$ cat src/sbs_pkg.sv
// package: register map, defaults, timing and state type for the bring-up block
package sbs_pkg;
   // directly mapped register offsets
   localparam logic [7:0] REG_SOFT_RESET = 8'h01;
   localparam logic [7:0] REG_WDOG_SPEED = 8'h0a;
   localparam logic [7:0] REG_IND_PAGE = 8'hb0;
   localparam logic [7:0] REG_IND_ADDR = 8'hb1;
   localparam logic [7:0] REG_IND_DATA = 8'hb2;
   // analog space behind the indirect window
   localparam logic [7:0] ANA_PAGE = 8'h04;
   localparam logic [7:0] ANA_RAMP_ADAPT = 8'h4b;
   localparam logic [7:0] ANA_RAMP_FIXED = 8'h4c;
   // field positions
   localparam int SOFT_RESET_BIT = 0;
   localparam int RAMP_APPLY_BIT = 5;
   // reset values, not given for this device, so plain zeros
   localparam logic [7:0] RST_BYTE = 8'h00;
   // control-bus ready delay after enable rises
   localparam int READY_TIME_US = 2000;
   localparam int CLK_MHZ = 200;
   localparam int READY_CYCLES = READY_TIME_US * CLK_MHZ;
   localparam int CNT_W = 19;
   typedef enum logic {SBS_DOWN, SBS_UP} sbs_state_t;
   // all state of the sequencer
   typedef struct packed {
      logic en_s1, en_s2, hs_s1, hs_s2, bc_s1, bc_s2, sm_s1, sm_s2;
      sbs_state_t st;
      logic [CNT_W-1:0] rdy_cnt;
      logic ready, term_en, ref_bc, relock, lock_reinit, ramp_on;
      logic [7:0] wdog, page, iaddr, adapt, fixed, app_adapt, app_fixed;
      logic [7:0] rdata;
      logic rvalid;
   } sbs_regs_t;
endpackage

$ cat src/sbs_bringup.sv
// serializer bring-up: enable handling, register file, indirect window
//
// Functional notes
// - termination switches on on entry to high-speed, off at burst end.
// - synchronous mode takes reference clock from the deserializer.
// - synchronous mode relocks onto back-channel clock once each time it appears.
// - analog registers reached via page, address and data window registers.
// - writing 0x01 to soft reset register applies updates, relocks link.
// - enable low powers down and returns all registers to defaults.
`timescale 1ns/10ps
module sbs_bringup #(
   parameter int READY_CYCLES = sbs_pkg::READY_CYCLES
) (
   // clock and reset
   input wire logic sys_clk,
   input wire logic srst,
   // device pins, asynchronous
   input wire logic chip_enable_pin,
   input wire logic lane_hs_request,
   input wire logic backchannel_clk_present,
   input wire logic sync_mode_strap,
   // register access from the control channel
   input wire logic reg_wr,
   input wire logic reg_rd,
   input wire logic [7:0] reg_addr,
   input wire logic [7:0] reg_wdata,
   output logic [7:0] reg_rdata,
   output logic reg_rvalid,
   output logic reg_ready,
   // analog and link controls
   output logic lane_term_en,
   output logic ref_from_backchannel,
   output logic pll_relock,
   output logic link_lock_reinit,
   output logic [7:0] wdog_speed,
   output logic [7:0] ramp_adaptive,
   output logic [7:0] ramp_fixed,
   output logic ramp_adjust_on
);
   sbs_pkg::sbs_regs_t r, next_r;
   logic up, wr_ok, ana_sel;
   // counter width taken once here so the casts below stay short
   localparam int CW = sbs_pkg::CNT_W;

   // register file only answers once powered and past the ready delay
   assign up = r.en_s2 && (r.st == sbs_pkg::SBS_UP);
   assign wr_ok = up && r.ready && reg_wr;
   assign ana_sel = (r.page == sbs_pkg::ANA_PAGE);

   // next-state logic
   always_comb begin
      next_r = r;
      // pins pass two flops before use
      next_r.en_s1 = chip_enable_pin;
      next_r.en_s2 = r.en_s1;
      next_r.hs_s1 = lane_hs_request;
      next_r.hs_s2 = r.hs_s1;
      next_r.bc_s1 = backchannel_clk_present;
      next_r.bc_s2 = r.bc_s1;
      next_r.sm_s1 = sync_mode_strap;
      next_r.sm_s2 = r.sm_s1;
      next_r.relock = 1'b0;
      next_r.lock_reinit = 1'b0;
      next_r.rvalid = 1'b0;
      next_r.rdata = sbs_pkg::RST_BYTE;
      case (r.st)
         sbs_pkg::SBS_DOWN: begin
            // idle until the synchronised enable is high; registers
            // already hold their defaults from reset or power-down
            if (r.en_s2) begin
               next_r.st = sbs_pkg::SBS_UP;
            end
         end
         sbs_pkg::SBS_UP: begin
            // ready flag guards the host against early access
            if (!r.ready) begin
               if (r.rdy_cnt == CW'(READY_CYCLES - 1)) begin
                  next_r.ready = 1'b1;
               end else begin
                  next_r.rdy_cnt = r.rdy_cnt + 1'b1;
               end
            end
            // termination tracks the lane's high-speed phase
            next_r.term_en = r.hs_s2;
            // reference from deserializer in sync mode
            next_r.ref_bc = r.sm_s2 && r.bc_s2;
            if (r.sm_s2 && r.bc_s2 && !r.ref_bc) begin
               next_r.relock = 1'b1;
            end
            if (wr_ok) begin
               case (reg_addr)
                  sbs_pkg::REG_SOFT_RESET: begin
                     // self-clearing: apply staged analog values
                     if (reg_wdata[sbs_pkg::SOFT_RESET_BIT]) begin
                        next_r.lock_reinit = 1'b1;
                        next_r.app_adapt = r.adapt;
                        next_r.app_fixed = r.fixed;
                        next_r.ramp_on = r.adapt[sbs_pkg::RAMP_APPLY_BIT];
                     end
                  end
                  sbs_pkg::REG_WDOG_SPEED: next_r.wdog = reg_wdata;
                  sbs_pkg::REG_IND_PAGE: next_r.page = reg_wdata;
                  sbs_pkg::REG_IND_ADDR: next_r.iaddr = reg_wdata;
                  sbs_pkg::REG_IND_DATA: begin
                     // data writes land in the selected analog register
                     if (ana_sel && r.iaddr == sbs_pkg::ANA_RAMP_ADAPT) begin
                        next_r.adapt = reg_wdata;
                     end
                     if (ana_sel && r.iaddr == sbs_pkg::ANA_RAMP_FIXED) begin
                        next_r.fixed = reg_wdata;
                     end
                  end
                  default: ;
               endcase
            end
            // reads answer one cycle later; unmapped reads give zero
            if (up && r.ready && reg_rd) begin
               next_r.rvalid = 1'b1;
               case (reg_addr)
                  sbs_pkg::REG_WDOG_SPEED: next_r.rdata = r.wdog;
                  sbs_pkg::REG_IND_PAGE: next_r.rdata = r.page;
                  sbs_pkg::REG_IND_ADDR: next_r.rdata = r.iaddr;
                  sbs_pkg::REG_IND_DATA: begin
                     if (ana_sel && r.iaddr == sbs_pkg::ANA_RAMP_ADAPT) begin
                        next_r.rdata = r.adapt;
                     end else if (ana_sel &&
                                  r.iaddr == sbs_pkg::ANA_RAMP_FIXED) begin
                        next_r.rdata = r.fixed;
                     end
                  end
                  default: ;
               endcase
            end
            // enable low drops everything to defaults
            if (!r.en_s2) begin
               next_r = '0;
               next_r.en_s1 = chip_enable_pin;
               next_r.st = sbs_pkg::SBS_DOWN;
            end
         end
         default: next_r.st = sbs_pkg::SBS_DOWN;
      endcase
   end

   // single state register; reset gives all-zero defaults
   always_ff @(posedge sys_clk) begin
      if (srst) begin
         r <= '0;
      end else begin
         r <= next_r;
      end
   end

   // outputs straight from the state flops
   assign reg_rdata = r.rdata;
   assign reg_rvalid = r.rvalid;
   assign reg_ready = r.ready;
   assign lane_term_en = r.term_en;
   assign ref_from_backchannel = r.ref_bc;
   assign pll_relock = r.relock;
   assign link_lock_reinit = r.lock_reinit;
   assign wdog_speed = r.wdog;
   assign ramp_adaptive = r.app_adapt;
   assign ramp_fixed = r.app_fixed;
   assign ramp_adjust_on = r.ramp_on;
endmodule

$ cat config.mk
export PLATFORM = sky130hd
export DESIGN_NAME = sbs_bringup
export DESIGN_NICKNAME = d
export VERILOG_FILES = /design/src/sbs_pkg.sv /design/src/sbs_bringup.sv
export SDC_FILE = /design/constraint.sdc
export NUM_CORES = 1
export LEC_CHECK = 0
export BUFFER_PORTS_ARGS = -buffer_cell sky130_fd_sc_hd__clkbuf_2
export CORE_MARGIN = 3
export CORE_UTILIZATION = 25
export CTS_BUF_LIST = sky130_fd_sc_hd__clkbuf_8
export DETAILED_ROUTE_END_ITERATION = 12
export GPL_TIMING_DRIVEN = 0
export SLEW_MARGIN = 20
export SYNTH_ARGS = -nofsm -noshare
export SYNTH_HDL_FRONTEND = slang
export SYNTH_SLANG_ARGS = --single-unit
$ cat constraint.sdc
create_clock -name sys_clk -period 5.69 [get_ports sys_clk]
set_clock_uncertainty 0.1 [all_clocks]
set_input_delay 1.138 -clock sys_clk [delete_from_list [all_inputs] [get_ports sys_clk]]
set_output_delay 1.138 -clock sys_clk [all_outputs]
set_load 0.01 [all_outputs]
==> impl_metrics.tcl <==
set metrics [dict create \
    outcome "finished, final reports clean" \
    synth_top_area_share_pct 43.7 \
    worstMarginPinSlew_ns 0.941 \
    wl_per_cell_um 15.0 \
    dr.pass1.iters 6 \
    finalSetupViolations 0 \
    start_util_pct 25.8 \
    p_per_area_nw_per_um2 222 \
    die_w_um 141 \
    crit_path_end_kind "flop" \
    seq_area_frac_synth_pct 43.7 \
    syn_area_per_cell_um2 8.85 \
    wl_um 12200 \
    cts_sinks 99 \
    cap_violations 0 \
    drc 0 \
    ys.flop_type "dfxtp_1" \
    grt_pass1_vias 3649 \
    cp.required_ns 5.84 \
    synthTopCellsByArea "dfxtp_1 44%, buf_4 5.6%, nand2_1 4.1%" \
    synth_cells 512 \
    path_class "primary input to flop" \
    cts-resized-gates 0 \
    num_vias 3910 \
    hold_ws_ns 0.331 \
    cts_htree_levels 3 \
    fp.dieArea_um2 19800 \
    yosys.area.top_type "dfxtp_1" \
    hold_viol_final 0 \
    fmax_mhz 346 \
    final_area_um2 5300 \
    avgViaCountPerCell 4.80 \
    setup_ws_ns 2.80 \
    cts-root-buf "clkbuf_8" \
    antenna_found_initial 0 \
    yosysMostFrequentCell "dfxtp_1" \
    drive_above_1_share_pct 23.1 \
    ios 63 \
    setup-tns-final_ns 0 \
    min_path_type "flop to flop" \
    grt_max_degree 18 \
    critPathMaxFanout 10 \
    startpoint_type "primary input" \
    grt_use_total_pct 12.7 \
    relSlewSlack_pct 37.1 \
    grt_pass1_wl_um 19900 \
    synth-edff-count 0 \
    synth.top_cells.by_count "99 x dfxtp_1, 49 x nand2_1, 38 x nor2_1" \
    rsz0062_at_grt "no" \
    period_minus_slack_ns 2.89 \
    clk_latency_ns 0.39 \
    yosys_warnings 0 \
    portBuffers 62 \
    syn_area_um2 4530 \
    area_delta_synth_final_pct 16.9 \
    antenna_cells 0 \
    report.final.slew_viol_count 0 \
    async_reset_ff_share_pct 0 \
    ir_worst_vdd_uv 99.3 \
    synth_seq_cells 99 \
    clk_path_buf_depth 2 \
    grt_overflow_total 0 \
    hpwl_um 9030 \
    cts_hold_buf 0 \
    cp.arrival_ns 3.05 \
    cts_tree "yes" \
    numCtsBuffers 9 \
    cts_setup_buffers 0 \
    synthDistinctLibCells 54 \
    die_h_um 141 \
    pre_cts_slack_ns 2.49 \
    routabilityCongestion 0.847 \
    clkTransAtPathRegs_ns 0.09 \
    post_dp_cell_area_um2 5120 \
    leakagePower_nw 2.03 \
    finalCritPeriodShare_pct 50.9 \
    drt_iter0_drc 343 \
    fillCellCount 1910 \
    fp.coreArea_um2 17500 \
    row_count 48 \
    finalNetCount 610 \
    syn-num-nets 537 \
    postRouteAntennaNets 0 \
]
## flip-flops by register name, indices dropped and copies added (netlist names), 8 cells and up
name and cells:
r 60, reg_rdata 8, ramp_adaptive 8, wdog_speed 8, ramp_fixed 8
## layout make-up
cell class,instances,area [um^2],area share (%)
multi-input cells,352,2120,40.0
flip-flops and latches,99,1980,37.4
plain buffers,59,422,7.96
repair buffers,62,310,5.86
well taps,225,282,5.31
clock buffers,9,124,2.34
clock inverters,7,51.3,0.968
inverters,2,7.51,0.142
## worst max-delay path: stages
cell and delay (ns):
clkbuf_2 0.09, or4_4 0.54, nor4_1 0.60, nor2_1 0.32
buf_6 0.23, nand2_1 0.08, a21oi_2 0.05
## worst paths after layout
check / start / end / slack, ns / depth (start not counted)
worst min register to register: r[98]$_SDFF_PP0_ / r[97]$_SDFF_PP0_ / 0.33 / 1
worst max register to register: reg_ready$_SDFFE_PP0P_ / ramp_adaptive[7]$_SDFFE_PP0P_ / 3.26 / 6
worst min-delay path: r[98]$_SDFF_PP0_ / r[97]$_SDFF_PP0_ / 0.33 / 1
worst max-delay path: reg_addr[2] / ramp_adaptive[7]$_SDFFE_PP0P_ / 2.80 / 7
## placed cells by master (no fill, tap or decap), types with 2 or more instances in the layout
master    instances
clkbuf_8         12
inv_1             3
buf_6             2
nor3b_1           2
o31a_1            2
nor4_1            6
o31ai_1           3
inv_6             3
o21ai_0          30
mux2i_1          17
a22oi_1           8
buf_2             6
a21o_1            4
a22o_1           15
a31oi_1           5
nor4_2            3
or4_4             2
and4b_1           2
a222oi_1          8
nand3_1          32
nand2b_1          6
nor2_1           38
nor2b_1          19
nand4_1          12
clkbuf_2         62
a21oi_1          32
clkbuf_1         12
buf_4            34
nor4b_1           3
a21oi_2           3
nand3b_1          2
and3_1            2
nand2_1          49
nor3_1            5
and2_1           24
dfxtp_1          99
## through the flow
| step | utilization (%) | std cells | power [mW] |
|---|---|---|---|
| after floorplan | - | 512 | 0.739 |
| after global placement | 29.2 | 799 | 0.763 |
| after detailed placement | 29.2 | 799 | 0.763 |
| after CTS | 30.2 | 815 | 1.19 |
| after global routing | 30.2 | 815 | 1.23 |
| final | 30.2 | 815 | 1.18 |
## report_power, final
group	switching, mW	total [mW]	internal, mW
logic	0.0333	0.0510	0.0177
registers	0.000972	0.696	0.695
clock network	0.269	0.431	0.162
total	0.303	1.18	0.875
## cell families after synthesis
group | Yosys count | share of synthesized area [%]
adders and majority gates | 1 | 0.276
muxes | 17 | 3.75
buffers and inverters | 61 | 9.47
DFF | 99 | 43.7
and+or+nand+nor | 217 | 25.8
AOI/OAI and AO/OA | 117 | 17.0
## layer usage
layer	global-route usage, %	wire length [um]	vias up
li1	-	-	1960
met1	18.6	6120	1834
met2	18.0	5140	102
met3	2.99	729	14
met4	4.59	213	0
met5	0	0	-
Note: power is estimated with default switching activity, not from simulation.
